`src/common/sram_ctl_pkg.sv`:
```
package sram_ctl_pkg;

  localparam int LANES = 4;
  localparam int LANE_W = 9;
  localparam int BURST_W = 2;

  // Sleep entry and wake intervals, counted in clock cycles.
  localparam int SLEEP_ENTRY_CYCLES = 2;
  localparam int SLEEP_WAKE_CYCLES = 2;
  localparam logic [1:0] ENTRY_LAST = 2'(SLEEP_ENTRY_CYCLES - 1);
  localparam logic [1:0] WAKE_LAST = 2'(SLEEP_WAKE_CYCLES - 1);

  // Strap reset values equal the open-pin defaults.
  localparam logic STRAP_ORDER_RST = 1'b1;
  localparam logic STRAP_TIMING_RST = 1'b1;
  localparam logic STRAP_SENSE_RST = 1'b1;
  localparam logic SLEEP_REQ_RST = 1'b0;

  // APB register map, byte addresses.
  localparam logic [11:0] CTRL_OFFS = 12'h000;
  localparam logic [11:0] STATUS_OFFS = 12'h004;
  localparam logic [11:0] ERRCNT_OFFS = 12'h008;
  localparam logic [31:0] CTRL_RST = 32'h0000_0001;
  localparam int CTRL_PAR_EN_BIT = 0;
  localparam int ERRCNT_W = 16;

  // Status field positions.
  localparam int ST_SLEEP_LSB = 0;
  localparam int ST_ORDER_BIT = 2;
  localparam int ST_TIMING_BIT = 3;
  localparam int ST_SENSE_BIT = 4;
  localparam int ST_WIRE_BIT = 5;
  localparam int ST_KIND_LSB = 6;
  localparam int ST_CNT_LSB = 8;

  typedef enum logic [1:0] {
    SLP_ACTIVE = 2'b00,
    SLP_ENTERING = 2'b01,
    SLP_ASLEEP = 2'b10,
    SLP_WAKING = 2'b11
  } sleep_state_t;

  typedef enum logic [1:0] {
    BK_NONE = 2'b00,
    BK_READ = 2'b01,
    BK_WRITE = 2'b10
  } burst_kind_t;

endpackage

```
`src/rtl/sram_burst_sleep_parity.sv`:
```
// Design decisions made here: the APB register port and the placing of the registers.
`timescale 1ns/1ps
`default_nettype none

// Control logic of a no-turnaround synchronous static RAM.
module sram_burst_sleep_parity
  import sram_ctl_pkg::*;
#(
  parameter int ADDR_W = 18
) (
  input wire logic mclk, // 40 MHz clock.
  input wire logic reset_n, // Asynchronous reset, active low.
  // APB slave.
  input wire logic psel, // Select.
  input wire logic penable, // Access phase.
  input wire logic pwrite, // Write direction.
  input wire logic [11:0] paddr, // Byte address.
  input wire logic [31:0] pwdata, // Write data.
  output logic [31:0] prdata, // Read data.
  output logic pready, // Ready.
  output logic pslverr, // Unmapped address.
  // Controller side, synchronous to mclk.
  input wire logic chipEnable1_n, // Chip enable one, active low.
  input wire logic chipEnable2, // Chip enable two, active high.
  input wire logic chipEnable3_n, // Chip enable three, active low.
  input wire logic clkEnable_n, // Clock enable, high holds the device.
  input wire logic load_or_step_select, // Low loads, high steps.
  input wire logic writeEnable_n, // Low selects write.
  input wire logic [LANES-1:0] byteWrite_n, // Byte write enables, active low.
  input wire logic [ADDR_W-1:0] extAddr, // External address.
  input wire logic [LANES*LANE_W-1:0] dqIn, // Data pins, input side.
  output logic [LANES*LANE_W-1:0] dqOut, // Data pins, output side.
  output logic dqOe, // Data pins driven.
  // Asynchronous straps and sleep pin.
  input wire logic burst_order_strap, // High or open: interleaved.
  input wire logic output_timing_strap, // High or open: pipelined.
  input wire logic parity_sense_strap, // High or open: even parity.
  input wire logic sleep_request, // Asynchronous, active high.
  // Open-drain error pin.
  input wire logic parity_error_flag_n_in, // Shared wire level.
  output logic parity_error_flag_n_out, // Always low.
  output logic parity_error_flag_n_oe, // High pulls the wire low.
  // Memory core port.
  output logic [ADDR_W-1:0] coreRdAddr, // Read address.
  output logic coreRead, // Read strobe.
  input wire logic [LANES*LANE_W-1:0] coreRdata, // Read data, next cycle.
  output logic [ADDR_W-1:0] coreWrAddr, // Write address.
  output logic coreWrite, // Write strobe.
  output logic [LANES-1:0] coreByteEn, // Lanes to write.
  output logic [LANES*LANE_W-1:0] coreWdata // Write data.
);

  localparam int DW = LANES * LANE_W;

  // Strap and sleep pins cross in through two flip-flops.
  logic [3:0] pinSync;
  logic orderInterleaved;
  logic timingPipe;
  logic senseEven;
  logic sleepReq;
  logic wireSync;

  sync_two_ff #(
    .WIDTH(4),
    .RESET_VAL({STRAP_ORDER_RST, STRAP_TIMING_RST, STRAP_SENSE_RST, SLEEP_REQ_RST})
  ) pinSyncU (
    .mclk(mclk),
    .reset_n(reset_n),
    .asyncIn({burst_order_strap, output_timing_strap, parity_sense_strap, sleep_request}),
    .syncOut(pinSync)
  );

  sync_two_ff #(
    .WIDTH(1),
    .RESET_VAL(1'b1)
  ) wireSyncU (
    .mclk(mclk),
    .reset_n(reset_n),
    .asyncIn(parity_error_flag_n_in),
    .syncOut(wireSync)
  );

  assign orderInterleaved = pinSync[3];
  assign timingPipe = pinSync[2];
  assign senseEven = pinSync[1];
  assign sleepReq = pinSync[0];

  // Sleep state machine; it runs regardless of the clock enable.
  sleep_state_t sleepSt_r;
  sleep_state_t sleepSt_nxt;
  logic [1:0] sleepCnt_r;
  logic [1:0] sleepCnt_nxt;

  always_comb begin
    sleepSt_nxt = sleepSt_r;
    sleepCnt_nxt = '0;
    case (sleepSt_r)
      SLP_ACTIVE: begin
        if (sleepReq) sleepSt_nxt = SLP_ENTERING;
      end
      SLP_ENTERING: begin
        if (!sleepReq) begin
          sleepSt_nxt = SLP_ACTIVE;
        end else if (sleepCnt_r == ENTRY_LAST) begin
          sleepSt_nxt = SLP_ASLEEP;
        end else begin
          sleepCnt_nxt = sleepCnt_r + 2'h1;
        end
      end
      SLP_ASLEEP: begin
        if (!sleepReq) sleepSt_nxt = SLP_WAKING;
      end
      SLP_WAKING: begin
        if (sleepReq) begin
          sleepSt_nxt = SLP_ASLEEP;
        end else if (sleepCnt_r == WAKE_LAST) begin
          sleepSt_nxt = SLP_ACTIVE;
        end else begin
          sleepCnt_nxt = sleepCnt_r + 2'h1;
        end
      end
      default: sleepSt_nxt = SLP_ACTIVE;
    endcase
  end

  always_ff @(posedge mclk or negedge reset_n) begin
    if (!reset_n) begin
      sleepSt_r <= SLP_ACTIVE;
      sleepCnt_r <= '0;
    end else begin
      sleepSt_r <= sleepSt_nxt;
      sleepCnt_r <= sleepCnt_nxt;
    end
  end

  // Asleep, every sequencing register keeps its value, so state survives the nap.
  wire asleep = (sleepSt_r == SLP_ASLEEP);
  wire waking = (sleepSt_r == SLP_WAKING);
  wire operate = !clkEnable_n && !asleep;

  // Command decode.
  wire selected = !chipEnable1_n && chipEnable2 && !chipEnable3_n;
  wire loadCmd = !load_or_step_select;
  wire [LANES-1:0] byteEn = ~byteWrite_n;

  burst_kind_t burstKind_r;
  logic [ADDR_W-1:0] base_r;
  logic [BURST_W-1:0] burstCnt_r;
  logic [LANES-1:0] burstBe_r;
  logic parityEn_r;

  wire burst_kind_t loadKind = !selected ? BK_NONE : (writeEnable_n ? BK_READ : BK_WRITE);
  wire burst_kind_t kindNxt = loadCmd ? loadKind : burstKind_r;
  wire [ADDR_W-1:0] baseNxt = (loadCmd && selected) ? extAddr : base_r;
  // Two-bit count wraps by itself after the fourth address.
  wire [BURST_W-1:0] cntNxt = loadCmd ? '0 :
    ((burstKind_r != BK_NONE) ? burstCnt_r + 2'h1 : burstCnt_r);
  wire [BURST_W-1:0] lowLinear = baseNxt[BURST_W-1:0] + cntNxt;
  wire [BURST_W-1:0] lowInterleaved = baseNxt[BURST_W-1:0] ^ cntNxt;
  wire [ADDR_W-1:0] accessAddr = {baseNxt[ADDR_W-1:BURST_W],
    orderInterleaved ? lowInterleaved : lowLinear};
  // Continue cycles keep the byte enables sampled on that edge.
  wire [LANES-1:0] accessBe = byteEn;
  // Writes during recovery are dropped; reads are served normally.
  wire doRead = operate && (kindNxt == BK_READ);
  wire doWrite = operate && (kindNxt == BK_WRITE) && !waking;

  // Burst state, held under clock enable hold and sleep.
  always_ff @(posedge mclk or negedge reset_n) begin
    if (!reset_n) begin
      burstKind_r <= BK_NONE;
      base_r <= '0;
      burstCnt_r <= '0;
      burstBe_r <= '0;
    end else if (operate) begin
      burstKind_r <= kindNxt;
      base_r <= baseNxt;
      burstCnt_r <= cntNxt;
      burstBe_r <= accessBe;
    end
  end

  // Write command pipeline; data falls due one stage later when pipelined.
  logic wr1Valid_r;
  logic wr2Valid_r;
  logic [ADDR_W-1:0] wr1Addr_r;
  logic [ADDR_W-1:0] wr2Addr_r;
  logic [LANES-1:0] wr1Be_r;
  logic [LANES-1:0] wr2Be_r;

  always_ff @(posedge mclk or negedge reset_n) begin
    if (!reset_n) begin
      wr1Valid_r <= 1'b0;
      wr2Valid_r <= 1'b0;
      wr1Addr_r <= '0;
      wr2Addr_r <= '0;
      wr1Be_r <= '0;
      wr2Be_r <= '0;
    end else if (operate) begin
      wr1Valid_r <= doWrite;
      wr1Addr_r <= accessAddr;
      wr1Be_r <= accessBe;
      wr2Valid_r <= wr1Valid_r;
      wr2Addr_r <= wr1Addr_r;
      wr2Be_r <= wr1Be_r;
    end
  end

  wire dataDue = timingPipe ? wr2Valid_r : wr1Valid_r;
  wire [ADDR_W-1:0] dueAddr = timingPipe ? wr2Addr_r : wr1Addr_r;
  wire [LANES-1:0] dueBe = timingPipe ? wr2Be_r : wr1Be_r;

  // Per-lane parity over the eight data bits and the parity bit.
  logic [LANES-1:0] laneFail;
  genvar g;
  generate
    for (g = 0; g < LANES; g++) begin : gLane
      assign laneFail[g] = ~((^dqIn[g*LANE_W +: LANE_W]) ^ senseEven);
    end
  endgenerate

  // Only write data taken on its due edge is checked, never read data.
  wire errNow = operate && dataDue && parityEn_r && |(laneFail & dueBe);

  // Core write port; a write with no enabled lane is an abort.
  always_ff @(posedge mclk or negedge reset_n) begin
    if (!reset_n) begin
      coreWrite <= 1'b0;
      coreWrAddr <= '0;
      coreByteEn <= '0;
      coreWdata <= '0;
    end else begin
      coreWrite <= operate && dataDue && |dueBe;
      if (operate && dataDue) begin
        coreWrAddr <= dueAddr;
        coreByteEn <= dueBe;
        coreWdata <= dqIn;
      end
    end
  end

  // Core read port; the core answers in the following cycle.
  logic [DW-1:0] rdCap_r;

  // The core word is caught even on a held edge, since the strobe drops under hold.
  always_ff @(posedge mclk or negedge reset_n) begin
    if (!reset_n) begin
      coreRead <= 1'b0;
      coreRdAddr <= '0;
      rdCap_r <= '0;
    end else begin
      coreRead <= doRead;
      if (doRead) coreRdAddr <= accessAddr;
      if (coreRead) rdCap_r <= coreRdata;
    end
  end

  wire [DW-1:0] rdNow = coreRead ? coreRdata : rdCap_r;

  // Read data path: one stage flow-through, two stages pipelined.
  logic rd1Valid_r;
  logic rd2Valid_r;
  logic [DW-1:0] rd2Data_r;

  always_ff @(posedge mclk or negedge reset_n) begin
    if (!reset_n) begin
      rd1Valid_r <= 1'b0;
      rd2Valid_r <= 1'b0;
      rd2Data_r <= '0;
    end else if (operate) begin
      rd1Valid_r <= doRead;
      rd2Valid_r <= rd1Valid_r;
      if (rd1Valid_r) rd2Data_r <= rdNow;
    end
  end

  wire dqOeNxt = timingPipe ? rd2Valid_r : rd1Valid_r;
  wire [DW-1:0] dqOutNxt = timingPipe ? rd2Data_r : rdNow;

  // A hold keeps the bus exactly as it was; sleep floats it.
  always_ff @(posedge mclk or negedge reset_n) begin
    if (!reset_n) begin
      dqOe <= 1'b0;
      dqOut <= '0;
    end else if (asleep) begin
      dqOe <= 1'b0;
    end else if (operate) begin
      dqOe <= dqOeNxt;
      if (dqOeNxt) dqOut <= dqOutNxt;
    end
  end

  // Error reporting: flow-through at the data edge, pipelined one edge later.
  logic errStage_r;

  always_ff @(posedge mclk or negedge reset_n) begin
    if (!reset_n) begin
      errStage_r <= 1'b0;
      parity_error_flag_n_oe <= 1'b0;
      parity_error_flag_n_out <= 1'b0;
    end else if (asleep) begin
      parity_error_flag_n_oe <= 1'b0;
    end else begin
      if (operate) errStage_r <= errNow;
      // The pin only ever sinks, so several flags can share one pull-up.
      parity_error_flag_n_out <= 1'b0;
      if (timingPipe) begin
        parity_error_flag_n_oe <= operate && errStage_r;
      end else begin
        parity_error_flag_n_oe <= errNow;
      end
    end
  end

  // APB decode; the slave answers in the first access cycle.
  wire setupPhase = psel && !penable;
  wire accessDone = psel && penable && pready;
  wire hitCtrl = (paddr == CTRL_OFFS);
  wire hitStatus = (paddr == STATUS_OFFS);
  wire hitErrcnt = (paddr == ERRCNT_OFFS);
  wire mapped = hitCtrl || hitStatus || hitErrcnt;

  logic [ERRCNT_W-1:0] errCnt_r;

  wire [31:0] statusWord = 32'(
    ({30'h0000_0000, sleepSt_r} << ST_SLEEP_LSB) |
    ({31'h0000_0000, orderInterleaved} << ST_ORDER_BIT) |
    ({31'h0000_0000, timingPipe} << ST_TIMING_BIT) |
    ({31'h0000_0000, senseEven} << ST_SENSE_BIT) |
    ({31'h0000_0000, wireSync} << ST_WIRE_BIT) |
    ({30'h0000_0000, burstKind_r} << ST_KIND_LSB) |
    ({30'h0000_0000, burstCnt_r} << ST_CNT_LSB));
  wire [31:0] readMux = hitCtrl ? {31'h0000_0000, parityEn_r} :
    hitStatus ? statusWord :
    hitErrcnt ? {16'h0000, errCnt_r} : 32'h0000_0000;

  // Bus answer registers.
  always_ff @(posedge mclk or negedge reset_n) begin
    if (!reset_n) begin
      pready <= 1'b0;
      pslverr <= 1'b0;
      prdata <= '0;
    end else begin
      pready <= setupPhase;
      pslverr <= setupPhase && !mapped;
      if (setupPhase && !pwrite) prdata <= readMux;
    end
  end

  // Control register: parity checking on or off.
  always_ff @(posedge mclk or negedge reset_n) begin
    if (!reset_n) begin
      parityEn_r <= CTRL_RST[CTRL_PAR_EN_BIT];
    end else if (accessDone && pwrite && hitCtrl) begin
      parityEn_r <= pwdata[CTRL_PAR_EN_BIT];
    end
  end

  // Error counter saturates; a write clears it, but a new error wins.
  wire cntClear = accessDone && pwrite && hitErrcnt;
  wire cntFull = &errCnt_r;

  always_ff @(posedge mclk or negedge reset_n) begin
    if (!reset_n) begin
      errCnt_r <= '0;
    end else if (cntClear) begin
      errCnt_r <= errNow ? ERRCNT_W'(1) : '0;
    end else if (errNow && !cntFull) begin
      errCnt_r <= errCnt_r + ERRCNT_W'(1);
    end
  end

endmodule

`default_nettype wire

```
`src/rtl/sync_two_ff.sv`:
```
`timescale 1ns/1ps
`default_nettype none

// Two-stage synchroniser; the first stage is read by the second only.
module sync_two_ff #(
  parameter int WIDTH = 1,
  parameter logic [WIDTH-1:0] RESET_VAL = '0
) (
  input wire logic mclk, // Clock.
  input wire logic reset_n, // Asynchronous reset, active low.
  input wire logic [WIDTH-1:0] asyncIn, // Pin levels.
  output logic [WIDTH-1:0] syncOut // Synchronised levels.
);

  logic [WIDTH-1:0] meta_r;

  // Both stages reset to the open-pin default.
  always_ff @(posedge mclk or negedge reset_n) begin
    if (!reset_n) begin
      meta_r <= RESET_VAL;
      syncOut <= RESET_VAL;
    end else begin
      meta_r <= asyncIn;
      syncOut <= meta_r;
    end
  end

endmodule

`default_nettype wire

```
`config.mk`:
```
export PLATFORM = sky130hd
export DESIGN_NAME = sram_burst_sleep_parity
export DESIGN_NICKNAME = d
export VERILOG_FILES = /design/src/common/sram_ctl_pkg.sv /design/src/rtl/sram_burst_sleep_parity.sv /design/src/rtl/sync_two_ff.sv
export SDC_FILE = /design/constraint.sdc
export NUM_CORES = 1
export LEC_CHECK = 0
export ABC_AREA = 1
export ABC_CLOCK_PERIOD_IN_PS = 2300
export BUFFER_PORTS_ARGS = -buffer_cell sky130_fd_sc_hd__buf_4
export CORE_UTILIZATION = 43
export CTS_CLUSTER_SIZE = 24
export DETAILED_ROUTE_END_ITERATION = 8
export PLACE_DENSITY = 0.63
export SLEW_MARGIN = 10
export SYNTH_ARGS = -nofsm -noshare
export SYNTH_HDL_FRONTEND = slang
export SYNTH_SLANG_ARGS = --single-unit
export TNS_END_PERCENT = 100
```
`constraint.sdc`:
```
create_clock -name mclk -period 2.3 [get_ports mclk]
set_input_delay 0.345 -clock mclk [delete_from_list [all_inputs] [get_ports mclk]]
set_output_delay 0.345 -clock mclk [all_outputs]
set_load 0.1 [all_outputs]
```
==> out/qor.csv <==
metric,value,unit
switching_share,50.1,%
critPathSlowestCell,sky130_fd_sc_hd__dfrtp_2,
placed_cell_area,15500,um2
ctsRootBufferMaster,sky130_fd_sc_hd__clkbuf_16,
worst_path_bufs_invs,1,
synthesis.yosys.warnings,0,
irDropWorstVdd,0.856,mV
setup_repair_after_global_routing_missed_its_margin,false,
tightest_slew,0.748,ns
outcome,"finished, final reports clean",
setup.worst_path.end_class,output port,
drt_iter0_drc,612,
ys_seq_area_share,56.0,%
overflow,0,
critical_path_class,flip-flop to output port,
timing.critical_path.slowest_cell_delay,0.77,ns
cts_inserted_buffers,34,
dieWidth,176,um
htreeDepth,2,
clock_latency_late_sink,0.51,ns
die-area,31100,um2
finalCriticalPeriod,2.03,ns
slew_headroom,50.0,%
power_switching,13.2,mW
clockBufferDepth,3,
area_growth,28.0,%
die_y,176,um
fin_setup_tns,0,ns
crit_fanout,36,
drt_pre_antenna_iters,5,
vias_in_the_first_global_route,10700,
layout.cells.most_common,sky130_fd_sc_hd__nand2_1,
netlist_area,13100,um2
drive_above_1_share,20.5,%
synth.ff_latch_count,292,
power.share.sequential,31.3,%
number_of_antenna_violations_at_the_first_check_in_global_routing,1,
utilization,56.1,%
tritoncts,yes,
power.density,1580,nW/um2
routed_via_count,11100,
layout.area.seq,7320,um2
hold_class,input port to flip-flop,
number_of_primary_i_o_pins,305,
clock_transition_at_the_register_clock_pins_on_the_worst_setup_and_hold_paths_after_cts,0.06,ns
max-cap-violations,0,
grtUsageTotal,21.6,%
detailed_place_hpwl,22400,um
placement.io_buffers,256,
grt_pass1_wl,53800,um
drt-total-wl,33400,um
core-area,29800,um2
final_nets,2016,
filler_cell_count,2743,
path_delay_family,flip-flops,
share_of_the_cycle_needed_by_the_critical_path_after_routing,88.4,%
start_kind,flip-flop,
postSynthAreaPerCell,8.17,um2
placement_rows,63,
clock_sink_count,292,
syn-instance-count,1600,
largest_net_degree_at_the_start_of_global_routing,72,
timing.critical_path.cells,buf_4,
gp_congestion,0.841,
fmax,492,MHz
pwr-share-comb,48.0,%
route.detailed.vias_per_inst,4.89,
finalClockSkew,0.0172,ns
detail_route.wl_per_cell,14.7,um
power.clock.fraction,20.7,%
final_area,16700,um2
final-max-slew-violation-count,0,
final.hold.worst_slack,0.0230,ns
most-common-layout-cells,"519 x sky130_fd_sc_hd__nand2_1, 282 x sky130_fd_sc_hd__dfrtp_1, 280 x sky130_fd_sc_hd__buf_4",
worstPathArrival,1.69,ns
hold_viol_final,0,
drt.antenna.violating_nets,0,
drt_drc_violations_left,0,
initial_utilization,43.9,%
power_leakage,8.61,nW
synth.distinct_cells,41,
setup-violations-final,0,
cp_data_required_time,1.96,ns
multi_input_comb_area,4800,um2
internal-power,13.1,mW
timing repair:
item / in CTS / in global routing
endpoints found under the hold margin: 37 / 0
hold buffers: 7 / 0
setup buffers: 0 / 2
endpoints found under the setup margin: 0 / 48
gates resized for setup: 0 / 6
power groups by stage:
stage	clock network, mW	registers (mW)	logic, mW
3_5_place_dp	0	8.33	12.7
4_1_cts	5.59	8.25	12.7
6_report	5.46	8.25	12.7
5_1_grt	5.78	8.49	13.4
3_3_place_gp	0	8.26	12.5
2_1_floorplan	0	15.1	2.88
metrics by stage:
stage                     worst slack, ns  std cells  power [mW]
after floorplan                     0.152       1616        17.9
after global placement              0.154       2205        20.8
after detailed placement            0.130       2205        21.0
after CTS                           0.116       2271        26.6
after global routing               0.0150       2273        27.7
final                               0.266       2274        26.4
routing by layer:
metal	global-route usage, %	wire length (um)
met1	29.3	15300
met2	35.2	15600
met3	3.57	1690
met4	7.36	865
met5	0	0
cells by family after synthesis:
logic type / after synthesis / share of synthesized area [%]
mux: 2 / 0.163
compound gates: 300 / 11.9
buf+inv: 254 / 7.91
simple gates: 730 / 22.6
flops: 292 / 56.0
other cells: 1 / 0.0287
xor+xnor: 19 / 1.27
fa+ha+maj: 2 / 0.191
flip-flops by register name (all words and copies together), names as in the netlist, 18 cells and up, named ones only:
register    flops
rdCap_r        36
rd2Data_r      36
coreWdata      36
dqOut          36
coreWrAddr     18
wr2Addr_r      18
coreRdAddr     18
base_r         18
path summary, 6_finish.rpt:
path	start	endpoint	slack (ns)	cells past startpoint
setup reg to reg	pinSyncU.syncOut[1]	errCnt_r[9]	0.27	16
hold / removal	byteWrite_n[2]	wr1Be_r[2]	0.02	2
min in group asynchronous	reset_n	coreWdata[9]	0.31	2
hold reg to reg	wireSyncU.meta_r	wireSyncU.syncOut	0.35	0
max in group asynchronous	reset_n	coreRead	1.29	3
setup / recovery	coreRead	coreRead	0.27	1
area by class of cell:
cell class | instances | area share (%)
antenna | 1 | 0.0150
clock buffer | 54 | 6.51
clock inverter | 5 | 0.337
inverter | 165 | 3.70
multi-input combinational | 1070 | 28.7
sequential | 292 | 43.8
tap | 390 | 2.92
timing repair buffer | 297 | 14.0
Yosys cell counts:
library cell | count | share of area [%]
sky130_fd_sc_hd__o21ai_1 | 18 | 0.69
sky130_fd_sc_hd__ha_1 | 2 | 0.19
sky130_fd_sc_hd__nand4_1 | 9 | 0.43
sky130_fd_sc_hd__or2_1 | 1 | 0.048
sky130_fd_sc_hd__dfrtp_1 | 283 | 54
sky130_fd_sc_hd__nor2_1 | 105 | 3.0
sky130_fd_sc_hd__buf_4 | 17 | 0.98
sky130_fd_sc_hd__a21oi_1 | 90 | 3.4
sky130_fd_sc_hd__o21ai_0 | 160 | 6.1
sky130_fd_sc_hd__buf_1 | 4 | 0.11
sky130_fd_sc_hd__o31ai_1 | 5 | 0.29
sky130_fd_sc_hd__buf_6 | 1 | 0.086
sky130_fd_sc_hd__nand3_1 | 66 | 2.5
sky130_fd_sc_hd__or2_2 | 1 | 0.048
sky130_fd_sc_hd__nand4_4 | 1 | 0.16
sky130_fd_sc_hd__inv_2 | 13 | 0.37
sky130_fd_sc_hd__nand3_4 | 1 | 0.13
sky130_fd_sc_hd__nor3_1 | 7 | 0.27
sky130_fd_sc_hd__nor3b_1 | 2 | 0.11
sky130_fd_sc_hd__nor2_2 | 6 | 0.29
sky130_fd_sc_hd__conb_1 | 1 | 0.029
sky130_fd_sc_hd__nand3_2 | 2 | 0.15
sky130_fd_sc_hd__inv_1 | 150 | 4.3
sky130_fd_sc_hd__mux2_2 | 1 | 0.086
sky130_fd_sc_hd__nor3_2 | 2 | 0.15
sky130_fd_sc_hd__a31oi_1 | 19 | 0.91
sky130_fd_sc_hd__o22ai_1 | 6 | 0.29
sky130_fd_sc_hd__o211ai_1 | 1 | 0.057
sky130_fd_sc_hd__clkbuf_1 | 60 | 1.7
sky130_fd_sc_hd__nand3b_1 | 1 | 0.057
sky130_fd_sc_hd__xnor2_1 | 5 | 0.34
sky130_fd_sc_hd__or4_1 | 1 | 0.057
sky130_fd_sc_hd__nand2_2 | 2 | 0.096
sky130_fd_sc_hd__xor2_1 | 14 | 0.94
sky130_fd_sc_hd__nor4_1 | 1 | 0.048
sky130_fd_sc_hd__nand2_1 | 522 | 15
sky130_fd_sc_hd__buf_2 | 7 | 0.27
sky130_fd_sc_hd__a211oi_1 | 1 | 0.057
sky130_fd_sc_hd__clkinv_1 | 2 | 0.057
sky130_fd_sc_hd__dfstp_2 | 9 | 1.8
sky130_fd_sc_hd__mux2i_1 | 1 | 0.077
Power figures use the tool's default switching activity.
